==> config.mk <==
export PLATFORM = sky130hd
export DESIGN_NAME = hlr_regs
export DESIGN_NICKNAME = d
export VERILOG_FILES = /design/src/verilog/hlr_pkg.sv /design/src/verilog/hlr_regs.sv
export SDC_FILE = /design/constraint.sdc
export NUM_CORES = 1
export LEC_CHECK = 0
export ABC_AREA = 0
export BUFFER_PORTS_ARGS = -buffer_cell sky130_fd_sc_hd__buf_2
export CORE_ASPECT_RATIO = 2
export CORE_UTILIZATION = 59
export DETAILED_ROUTE_END_ITERATION = 16
export PLACE_DENSITY = 0.81
export SYNTH_ARGS = -nofsm -noshare
export SYNTH_HDL_FRONTEND = slang
export SYNTH_SLANG_ARGS = --single-unit
==> constraint.sdc <==
create_clock -name clock_i -period 3.2 [get_ports clock_i]
set_clock_uncertainty 0.15 [all_clocks]
set_input_delay 0.64 -clock clock_i [delete_from_list [all_inputs] [get_ports clock_i]]
set_output_delay 0.64 -clock clock_i [all_outputs]
set_load 0.01 [all_outputs]
==> src/verilog/hlr_pkg.sv <==
package hlr_pkg;

	// ----------------------------------------
	// Register offsets
	// ----------------------------------------
	localparam logic [3:0] OFF_X_LIMITS  = 4'h4;
	localparam logic [3:0] OFF_Y_LIMITS  = 4'h5;
	localparam logic [3:0] OFF_Z_LIMITS  = 4'h6;
	localparam logic [3:0] OFF_T_LIMITS  = 4'h7;
	localparam logic [3:0] OFF_CONV_STATE = 4'h8;
	localparam logic [3:0] OFF_X_VALUE   = 4'h9;
	localparam logic [3:0] OFF_Y_VALUE   = 4'ha;
	localparam logic [3:0] OFF_Z_VALUE   = 4'hb;
	localparam logic [3:0] OFF_T_VALUE   = 4'hc;

	// ----------------------------------------
	// Field positions
	// ----------------------------------------
	localparam int UPPER_MSB      = 15;
	localparam int UPPER_LSB      = 8;
	localparam int LOWER_MSB      = 7;
	localparam int LOWER_LSB      = 0;
	localparam int STAT_VALID_BIT = 13;
	localparam int STAT_FRESH_MSB = 12;
	localparam int STAT_FRESH_LSB = 8;
	localparam int STAT_SET_MSB   = 6;
	localparam int STAT_SET_LSB   = 4;
	localparam int STAT_CAUSE_MSB = 1;
	localparam int STAT_CAUSE_LSB = 0;

	// ----------------------------------------
	// Reset values
	// ----------------------------------------
	localparam logic [15:0] RST_AXIS_LIMITS  = 16'h7d83;
	localparam logic [15:0] RST_THERM_LIMITS = 16'h6732;
	localparam logic [15:0] RST_VALUE        = 16'h0000;

	// Consecutive out-of-limit conversions saturate here (count field 3 = four)
	localparam logic [2:0] PERSIST_MAX = 3'h4;

	// ----------------------------------------
	// Carriers
	// ----------------------------------------
	typedef struct packed {
		logic        wr;
		logic        rd;
		logic [3:0]  addr;
		logic [15:0] wdata;
	} hlr_host_req_t;

	// Channel order everywhere: 0 X, 1 Y, 2 Z, 3 temperature
	typedef struct packed {
		logic              start;
		logic              done;
		logic              angle_upd;
		logic [3:0]        upd;
		logic [3:0][15:0]  data;
	} hlr_conv_t;

	typedef struct packed {
		logic [3:0][15:0] lim;
		logic [3:0][15:0] res;
		logic             valid;
		logic [4:0]       fresh;
		logic [2:0]       set_cnt;
		logic [3:0][2:0]  persist;
		logic [3:0]       latch;
		logic [3:0]       alert;
		logic             rd_valid;
		logic [15:0]      rd_data;
	} hlr_state_t;

	localparam hlr_state_t STATE_RESET = '{
		lim:      {RST_THERM_LIMITS, RST_AXIS_LIMITS, RST_AXIS_LIMITS, RST_AXIS_LIMITS},
		res:      {RST_VALUE, RST_VALUE, RST_VALUE, RST_VALUE},
		valid:    1'b0,
		fresh:    5'h00,
		set_cnt:  3'h0,
		persist:  12'h000,
		latch:    4'h0,
		alert:    4'h0,
		rd_valid: 1'b0,
		rd_data:  16'h0000
	};

endpackage

==> src/verilog/hlr_regs.sv <==
// Summary of operation
// Axis limits: signed upper high byte, lower low
// Limit step is full scale over 128
// Axis limits reset to 7Dh upper, 83h lower
// Thermal limits signed bytes, 4.267 C steps
// Thermal limits reset to 67h and 32h
// Status bit 13 flags valid new data
// Bits 12-8 flag fresh A,T,Z,Y,X data
// Bits 6-4 roll count of completed sets
// Bits 1-0 encode system/front-end flag cause
// Axis results read-only at 9h-Bh, reset zero
// Temperature result read-only at Ch, reset zero
// Limit registers at 4h-7h fully read-write
// Alert after one to four consecutive violations
// Latched alert held until status/result read
// Reserved bits zero, read-only writes ignored
`timescale 1ns/100ps
module hlr_regs
(
	input  wire logic                  clock_i,
	input  wire logic                  rst_b_i,
	input  wire hlr_pkg::hlr_host_req_t host_i,
	output logic                       rd_valid_o,
	output logic [15:0]                rd_data_o,
	input  wire hlr_pkg::hlr_conv_t    conv_i,
	input  wire logic                  afe_flag_i,
	input  wire logic                  sys_flag_i,
	input  wire logic                  alert_latch_i,
	input  wire logic [1:0]            limit_persistence_count_i,
	input  wire logic [3:0]            limit_check_en_i,
	output logic [3:0]                 limit_alert_o
);

	hlr_pkg::hlr_state_t s_reg;
	hlr_pkg::hlr_state_t s_next;

	logic [1:0]  lim_idx;
	logic [1:0]  res_idx;
	logic [3:0]  rd_clear;
	logic [3:0]  hit;
	logic [3:0]  over;
	logic [15:0] status_word;

	assign lim_idx = 2'(host_i.addr - hlr_pkg::OFF_X_LIMITS);
	assign res_idx = 2'(host_i.addr - hlr_pkg::OFF_X_VALUE);

	// ----------------------------------------
	// Status word assembly
	// ----------------------------------------
	always_comb
	begin
		status_word = 16'h0000;
		status_word[hlr_pkg::STAT_VALID_BIT] = s_reg.valid;
		status_word[hlr_pkg::STAT_FRESH_MSB:hlr_pkg::STAT_FRESH_LSB] = s_reg.fresh;
		status_word[hlr_pkg::STAT_SET_MSB:hlr_pkg::STAT_SET_LSB] = s_reg.set_cnt;
		status_word[hlr_pkg::STAT_CAUSE_MSB:hlr_pkg::STAT_CAUSE_LSB] = {sys_flag_i, afe_flag_i};
	end

	// ----------------------------------------
	// Limit comparison
	// ----------------------------------------
	// Upper byte of a result is full scale over 128 per step, same as the limits
	always_comb
	begin
		for (int i = 0; i < 4; i++)
		begin
			over[i] = limit_check_en_i[i] &&
				(($signed(conv_i.data[i][15:8]) >
				  $signed(s_reg.lim[i][hlr_pkg::UPPER_MSB:hlr_pkg::UPPER_LSB])) ||
				 ($signed(conv_i.data[i][15:8]) <
				  $signed(s_reg.lim[i][hlr_pkg::LOWER_MSB:hlr_pkg::LOWER_LSB])));
			hit[i] = s_reg.persist[i] > {1'b0, limit_persistence_count_i};
		end
	end

	// ----------------------------------------
	// Next state
	// ----------------------------------------
	always_comb
	begin
		s_next = s_reg;
		s_next.rd_valid = 1'b0;
		rd_clear = 4'h0;

		if (host_i.rd)
		begin
			s_next.rd_valid = 1'b1;
			case (host_i.addr)
				hlr_pkg::OFF_X_LIMITS, hlr_pkg::OFF_Y_LIMITS,
				hlr_pkg::OFF_Z_LIMITS, hlr_pkg::OFF_T_LIMITS:
					s_next.rd_data = s_reg.lim[lim_idx];
				hlr_pkg::OFF_CONV_STATE:
				begin
					s_next.rd_data = status_word;
					rd_clear = 4'hf;
				end
				hlr_pkg::OFF_X_VALUE, hlr_pkg::OFF_Y_VALUE,
				hlr_pkg::OFF_Z_VALUE, hlr_pkg::OFF_T_VALUE:
				begin
					s_next.rd_data = s_reg.res[res_idx];
					rd_clear[res_idx] = 1'b1;
				end
				default:
					s_next.rd_data = 16'h0000;
			endcase
		end

		// Only the limit words take writes; status and results stay put
		if (host_i.wr)
		begin
			case (host_i.addr)
				hlr_pkg::OFF_X_LIMITS, hlr_pkg::OFF_Y_LIMITS,
				hlr_pkg::OFF_Z_LIMITS, hlr_pkg::OFF_T_LIMITS:
					s_next.lim[lim_idx] = host_i.wdata;
				default:
					s_next.lim = s_reg.lim;
			endcase
		end

		// New conversion marks old data stale; a same-cycle update still sets
		if (conv_i.start)
		begin
			s_next.valid = 1'b0;
			s_next.fresh = 5'h00;
		end
		if (conv_i.angle_upd)
			s_next.fresh[4] = 1'b1;

		for (int i = 0; i < 4; i++)
		begin
			if (conv_i.upd[i])
			begin
				s_next.res[i] = conv_i.data[i];
				s_next.fresh[i] = 1'b1;
				if (!over[i])
					s_next.persist[i] = 3'h0;
				else if (s_reg.persist[i] != hlr_pkg::PERSIST_MAX)
					s_next.persist[i] = s_reg.persist[i] + 3'h1;
			end
			// Set wins over a read clear so no event is lost
			s_next.latch[i] = (s_reg.latch[i] & ~rd_clear[i]) | hit[i];
			s_next.alert[i] = alert_latch_i ? s_next.latch[i] : hit[i];
		end

		if (conv_i.done)
		begin
			s_next.valid = 1'b1;
			s_next.set_cnt = s_reg.set_cnt + 3'h1;
		end
	end

	// ----------------------------------------
	// State register
	// ----------------------------------------
	always_ff @(posedge clock_i)
	begin
		if (!rst_b_i)
			s_reg <= hlr_pkg::STATE_RESET;
		else
			s_reg <= s_next;
	end

	assign rd_valid_o    = s_reg.rd_valid;
	assign rd_data_o     = s_reg.rd_data;
	assign limit_alert_o = s_reg.alert;

	// ----------------------------------------
	// Checks
	// ----------------------------------------
	property p_limit_write_reads_back;
		@(posedge clock_i) disable iff (!rst_b_i)
		host_i.wr && host_i.addr == hlr_pkg::OFF_Y_LIMITS
		|=> s_reg.lim[1] == $past(host_i.wdata);
	endproperty
	a_limit_write_reads_back: assert property (p_limit_write_reads_back) else $error("limit readback wrong");

	property p_axis_reset;
		@(posedge clock_i)
		!rst_b_i |=> s_reg.lim[0] == 16'h7d83 && s_reg.lim[2] == 16'h7d83;
	endproperty
	a_axis_reset: assert property (p_axis_reset) else $error("axis limit reset wrong");

	property p_thermal_reset;
		@(posedge clock_i)
		!rst_b_i |=> s_reg.lim[3] == 16'h6732 && s_reg.res[3] == 16'h0000;
	endproperty
	a_thermal_reset: assert property (p_thermal_reset) else $error("thermal reset wrong");

	property p_done_sets_valid;
		@(posedge clock_i) disable iff (!rst_b_i)
		conv_i.done |=> s_reg.valid;
	endproperty
	a_done_sets_valid: assert property (p_done_sets_valid) else $error("valid not set");

	property p_start_clears_fresh;
		@(posedge clock_i) disable iff (!rst_b_i)
		conv_i.start && !conv_i.done && conv_i.upd == 4'h0 && !conv_i.angle_upd
		|=> !s_reg.valid && s_reg.fresh == 5'h00;
	endproperty
	a_start_clears_fresh: assert property (p_start_clears_fresh) else $error("stale data marked fresh");

	property p_set_count_rolls;
		@(posedge clock_i) disable iff (!rst_b_i)
		conv_i.done |=> s_reg.set_cnt == 3'($past(s_reg.set_cnt) + 3'h1);
	endproperty
	a_set_count_rolls: assert property (p_set_count_rolls) else $error("set count wrong");

	property p_cause_code;
		@(posedge clock_i) disable iff (!rst_b_i)
		host_i.rd && host_i.addr == hlr_pkg::OFF_CONV_STATE
		|=> rd_data_o[1:0] == $past({sys_flag_i, afe_flag_i}) && rd_data_o[15:14] == 2'b00;
	endproperty
	a_cause_code: assert property (p_cause_code) else $error("cause code wrong");

	property p_result_write_ignored;
		@(posedge clock_i) disable iff (!rst_b_i)
		host_i.wr && host_i.addr == hlr_pkg::OFF_X_VALUE && !conv_i.upd[0]
		|=> s_reg.res[0] == $past(s_reg.res[0]);
	endproperty
	a_result_write_ignored: assert property (p_result_write_ignored) else $error("result took a write");

	property p_single_violation_alerts;
		@(posedge clock_i) disable iff (!rst_b_i)
		conv_i.upd[0] && over[0] && limit_persistence_count_i == 2'h0 && $stable(limit_persistence_count_i)
		|=> ##1 limit_alert_o[0];
	endproperty
	a_single_violation_alerts: assert property (p_single_violation_alerts) else $error("alert late");

	property p_latch_holds;
		@(posedge clock_i) disable iff (!rst_b_i)
		alert_latch_i && limit_alert_o[0] && !(host_i.rd &&
			(host_i.addr == hlr_pkg::OFF_X_VALUE || host_i.addr == hlr_pkg::OFF_CONV_STATE))
		|=> limit_alert_o[0] || !alert_latch_i;
	endproperty
	a_latch_holds: assert property (p_latch_holds) else $error("latched alert dropped");

	property p_rd_valid_pulse;
		@(posedge clock_i) disable iff (!rst_b_i)
		host_i.rd
		|=> rd_valid_o;
	endproperty
	a_rd_valid_pulse: assert property (p_rd_valid_pulse) else $error("read answer missing");

	property p_no_rd_no_valid;
		@(posedge clock_i) disable iff (!rst_b_i)
		!host_i.rd
		|=> !rd_valid_o;
	endproperty
	a_no_rd_no_valid: assert property (p_no_rd_no_valid) else $error("spurious read answer");

	property p_rd_data_holds;
		@(posedge clock_i) disable iff (!rst_b_i)
		!host_i.rd
		|=> $stable(rd_data_o);
	endproperty
	a_rd_data_holds: assert property (p_rd_data_holds) else $error("read data changed");

	property p_status_reserved;
		@(posedge clock_i) disable iff (!rst_b_i)
		host_i.rd && host_i.addr == hlr_pkg::OFF_CONV_STATE
		|=> rd_data_o[15:14] == 2'b00 && rd_data_o[7] == 1'b0 && rd_data_o[3:2] == 2'b00;
	endproperty
	a_status_reserved: assert property (p_status_reserved) else $error("reserved status bit set");

	property p_status_valid_read;
		@(posedge clock_i) disable iff (!rst_b_i)
		host_i.rd && host_i.addr == hlr_pkg::OFF_CONV_STATE
		|=> rd_data_o[13] == $past(s_reg.valid);
	endproperty
	a_status_valid_read: assert property (p_status_valid_read) else $error("valid bit read wrong");

	property p_status_fresh_read;
		@(posedge clock_i) disable iff (!rst_b_i)
		host_i.rd && host_i.addr == hlr_pkg::OFF_CONV_STATE
		|=> rd_data_o[12:8] == $past(s_reg.fresh);
	endproperty
	a_status_fresh_read: assert property (p_status_fresh_read) else $error("fresh bits read wrong");

	property p_status_count_read;
		@(posedge clock_i) disable iff (!rst_b_i)
		host_i.rd && host_i.addr == hlr_pkg::OFF_CONV_STATE
		|=> rd_data_o[6:4] == $past(s_reg.set_cnt);
	endproperty
	a_status_count_read: assert property (p_status_count_read) else $error("set count read wrong");

	property p_axis_result_read;
		@(posedge clock_i) disable iff (!rst_b_i)
		host_i.rd && host_i.addr == hlr_pkg::OFF_X_VALUE
		|=> rd_data_o == $past(s_reg.res[0]);
	endproperty
	a_axis_result_read: assert property (p_axis_result_read) else $error("axis result read wrong");

	property p_thermal_result_read;
		@(posedge clock_i) disable iff (!rst_b_i)
		host_i.rd && host_i.addr == hlr_pkg::OFF_T_VALUE
		|=> rd_data_o == $past(s_reg.res[3]);
	endproperty
	a_thermal_result_read: assert property (p_thermal_result_read) else $error("thermal result wrong");

	property p_unmapped_read_zero;
		@(posedge clock_i) disable iff (!rst_b_i)
		host_i.rd && (host_i.addr < hlr_pkg::OFF_X_LIMITS || host_i.addr > hlr_pkg::OFF_T_VALUE)
		|=> rd_data_o == 16'h0000;
	endproperty
	a_unmapped_read_zero: assert property (p_unmapped_read_zero) else $error("unmapped read not zero");

	property p_upd_stores_result;
		@(posedge clock_i) disable iff (!rst_b_i)
		conv_i.upd[1]
		|=> s_reg.res[1] == $past(conv_i.data[1]);
	endproperty
	a_upd_stores_result: assert property (p_upd_stores_result) else $error("result not stored");

	property p_upd_marks_fresh;
		@(posedge clock_i) disable iff (!rst_b_i)
		conv_i.upd[2]
		|=> s_reg.fresh[2];
	endproperty
	a_upd_marks_fresh: assert property (p_upd_marks_fresh) else $error("channel not fresh");

	property p_angle_marks_fresh;
		@(posedge clock_i) disable iff (!rst_b_i)
		conv_i.angle_upd
		|=> s_reg.fresh[4];
	endproperty
	a_angle_marks_fresh: assert property (p_angle_marks_fresh) else $error("angle not fresh");

	property p_status_write_ignored;
		@(posedge clock_i) disable iff (!rst_b_i)
		host_i.wr && host_i.addr == hlr_pkg::OFF_CONV_STATE && !conv_i.start && !conv_i.done && !conv_i.angle_upd
		|=> $stable(s_reg.valid) && $stable(s_reg.set_cnt);
	endproperty
	a_status_write_ignored: assert property (p_status_write_ignored) else $error("status took a write");

	property p_thermal_limit_write;
		@(posedge clock_i) disable iff (!rst_b_i)
		host_i.wr && host_i.addr == hlr_pkg::OFF_T_LIMITS
		|=> s_reg.lim[3] == $past(host_i.wdata);
	endproperty
	a_thermal_limit_write: assert property (p_thermal_limit_write) else $error("thermal limit write lost");

	property p_count_holds;
		@(posedge clock_i) disable iff (!rst_b_i)
		!conv_i.done
		|=> $stable(s_reg.set_cnt);
	endproperty
	a_count_holds: assert property (p_count_holds) else $error("set count moved");

	property p_read_clears_latch;
		@(posedge clock_i) disable iff (!rst_b_i)
		alert_latch_i && host_i.rd && host_i.addr == hlr_pkg::OFF_X_VALUE && !hit[0]
		|=> !limit_alert_o[0];
	endproperty
	a_read_clears_latch: assert property (p_read_clears_latch) else $error("latched alert not cleared");

endmodule

==> summary.txt <==
Top delay family on crit path -> simple AND/OR/NAND/NOR gates
via density per instance -> 6.13
share of the synthesized area in the top cell type -> 36.3%
Root Buffer Master -> sky130_fd_sc_hd__clkbuf_16
number of resized instances in the post-cts repair step -> 0
combinational family with the most area after synthesis -> simple AND/OR/NAND/NOR gates
Worst-path clk slew -> 70 ps
kind of critical path -> in2reg
All-Layer GR Usage -> 34.9%
Final ANT Viol Nets -> 0
power density cells -> 472 nW/µm²
post-DR wirelength/cell -> 21.9 µm
finished layout cell area -> 10700 µm²
Primary FF master, synth -> sky130_fd_sc_hd__dfxtp_1
placed inst area -> 10100 µm²
number of enable-type register cells in the synthesized netlist -> 0
average size of a mapped cell -> 9.47 µm²
vias in the first global route -> 7858
gate count after technology mapping -> 1014
static leakage power -> 0.00493 µW
worst-path fanout max -> 23
final antenna diode count -> 0
effective utilization at floorplan -> 60.6%
highest-count cells in the layout ignoring fill and taps -> sky130_fd_sc_hd__dfxtp_1 (174), sky130_fd_sc_hd__nand2_1 (133), sky130_fd_sc_hd__buf_2 (123)
Crit path arrival time -> 2820 ps
worst reg2reg path endpoint -> s_reg[33]$_SDFFE_PN0P_
multiplexer share of the synthesized area -> 14.5%
CTS Buffer Depth -> 2
async set-or-reset flop fraction in the synthesized netlist -> 0%
DRC violations left -> 0
total number of placement rows -> 65
VDD IR-drop max -> 0.000380 V
hold bufs inserted after CTS -> 0
TritonCTS clock tree -> done
max-capacitance violation count -> 0
total length of routed wires -> 28500 µm
top post-synthesis cells by area -> sky130_fd_sc_hd__dfxtp_1 (36%), sky130_fd_sc_hd__ha_1 (11%), sky130_fd_sc_hd__mux4_2 (6.8%)
distinct cell type count after synthesis -> 58
Cell Chain, Critical Path -> buf_2 > inv_1 > ha_1 > nor4_1 > nor3b_2 > and3_1 > nand2_1 > a21boi_0
count of nets after finishing -> 1274
Final Slew Violations -> 0
final number of setup-violating endpoints -> 0
RSZ-0062 raised after global routing -> no
total CTS buffers -> 17
Core ar. -> 15900 µm²
antenna violations before repair -> 0
commonest non-fill, non-tap cell in the layout -> sky130_fd_sc_hd__dfxtp_1
Syn Nets -> 1202
aggregate negative setup slack -> 0 ps
number of fill cells in the layout -> 1276
Die Width -> 92.2 µm
area of the die -> 16800 µm²
Routability Congestion -> 1.00
kind of end point of the critical path -> flip-flop
Max Fclk -> 380 MHz
# Post-CTS Setup Buffers -> 0
Critical path origin -> host_i[16]
post-synthesis register bit count -> 174
largest net degree at the start of global routing -> 156
I/O pins -> 125
Mapped Area -> 9610 µm²
count of buffer and inverter cells on the critical path -> 2
worst setup path end -> s_reg[115]$_SDFFE_PN0P_
fraction of the mapped netlist area in compound gates -> 14.7%
IO buf count -> 124
die extent in y -> 182 µm
worst setup slack for register-to-register paths -> 660 ps
global-route wire length before repair -> 42800 µm
area used by sequential logic in the layout -> 3480 µm²
sequential fraction of the synthesis area -> 36.3%
worst hold path type -> in2reg
worst reg2reg path depth -> 7
Period minus WS final -> 2630 ps
multi-input combinational cell area -> 5380 µm²
hpwl dp -> 21600 µm
element type at the critical path start -> input port
Rel. slew slack -> 42.8%
number of flip-flops under the largest register name -> 153
result of the run -> finished clean
number of sinks driven by the clock tree -> 174
startpoint of the worst-slack reg-to-reg timing path -> s_reg[148]$_SDFFE_PN0P_
source-to-sink clock delay at the later pin of the worst-skew pair -> 430 ps
Worst-Margin Slew -> 857 ps
synthesized-area fraction occupied by adder cells -> 10.9%
cell depth of the worst setup path -> 8
simple-gate share of the synthesized area -> 15.6%
cell taking the most area after synthesis -> sky130_fd_sc_hd__dfxtp_1
share of cells above drive strength 1 -> 18.1%
required time of the critical path -> 3400 ps
Max stage delay cell, worst path -> sky130_fd_sc_hd__and3_1
DRC violation total after the first TritonRoute iteration -> 428
period utilisation layout -> 82.2%
total number of vias -> 7963
htree depth -> 4
first-pass iteration count of the detailed router -> 5
area added between synthesis and finish -> 11.6%
final number of hold-violating endpoints -> 0
XOR/XNOR Fraction of Synth Area -> 0.274%
number of warnings reported in the yosys synthesis log -> 0
delay of the slowest cell on the worst path -> 780 ps
global route total overflow -> 0
==> cell usage after synthesis (6+ instances only) <==
master	count
sky130_fd_sc_hd__nand2b_1	7
sky130_fd_sc_hd__o21a_1	6
sky130_fd_sc_hd__o21ai_0	21
sky130_fd_sc_hd__a21boi_0	35
sky130_fd_sc_hd__nand3_1	17
sky130_fd_sc_hd__a21oi_1	33
sky130_fd_sc_hd__dfxtp_1	174
sky130_fd_sc_hd__mux2i_1	65
sky130_fd_sc_hd__ha_1	84
sky130_fd_sc_hd__nor2_1	20
sky130_fd_sc_hd__o211a_1	14
sky130_fd_sc_hd__nand4_1	15
sky130_fd_sc_hd__a21o_1	12
sky130_fd_sc_hd__nand2_1	133
sky130_fd_sc_hd__a222oi_1	11
sky130_fd_sc_hd__inv_1	84
sky130_fd_sc_hd__clkbuf_1	32
sky130_fd_sc_hd__o211ai_1	32
sky130_fd_sc_hd__a221oi_1	6
sky130_fd_sc_hd__nor2b_1	73
sky130_fd_sc_hd__buf_4	20
sky130_fd_sc_hd__mux4_2	29
sky130_fd_sc_hd__buf_2	20
sky130_fd_sc_hd__nor3b_1	6
==> where the power goes <==
group	total, µW	internal, µW	leakage (µW)	switching (µW)
sequential	2330	2260	0.00143	68.5
clock	2050	1170	0.000280	879
combinational	683	304	0.00322	379
==> worst min path at each step <==
stage                                          from                        end  depth (start not counted)
final                                    conv_i[68]     s_reg[44]$_SDFFE_PN0P_                          2
after global routing                     conv_i[68]     s_reg[44]$_SDFFE_PN0P_                          2
after CTS                                conv_i[68]     s_reg[44]$_SDFFE_PN0P_                          2
after detailed placement  rd_data_o[1]$_SDFFE_PN0P_  rd_data_o[1]$_SDFFE_PN0P_                          1
after global placement    rd_data_o[6]$_SDFFE_PN0P_  rd_data_o[6]$_SDFFE_PN0P_                          1
after floorplan             s_reg[144]$_SDFFE_PN0P_    s_reg[144]$_SDFFE_PN0P_                          2
==> layer usage <==
metal | track usage, % | wire length, µm | part of all wire [%]
met5 | 0 | 0 | 0
met2 | 62.0 | 14400 | 51
met3 | 5.13 | 1360 | 4.8
met1 | 33.8 | 9580 | 34
met4 | 32.3 | 3090 | 11
==> cell families after synthesis <==
group | count (synthesis)
flip-flops | 174
XOR/XNOR | 3
adder cells (fa/ha/maj) | 84
buffers and inverters | 164
AO/OA/AOI/OAI | 194
AND/OR/NAND/NOR | 297
multiplexers | 98
==> area by class of cell <==
cell class	instances	share of cell area, %
timing repair buffer	133	6.68
sequential	174	32.5
multi-input combinational	676	50.1
inverter	84	2.94
tap	201	2.35
clock inverter	12	1.28
clock buffer	19	4.13
==> through the flow <==
step	setup slack (ps)	std cells	hold slack [ps]	util, %	power, µW
after floorplan	269	1014	303	-	2800
after global placement	300	1268	307	63.9	3020
after detailed placement	187	1268	321	63.9	3050
after CTS	623	1299	259	67.6	5070
after global routing	360	1299	260	67.6	5250
final	571	1299	268	67.6	5060
Power figures use the tool's default switching activity.
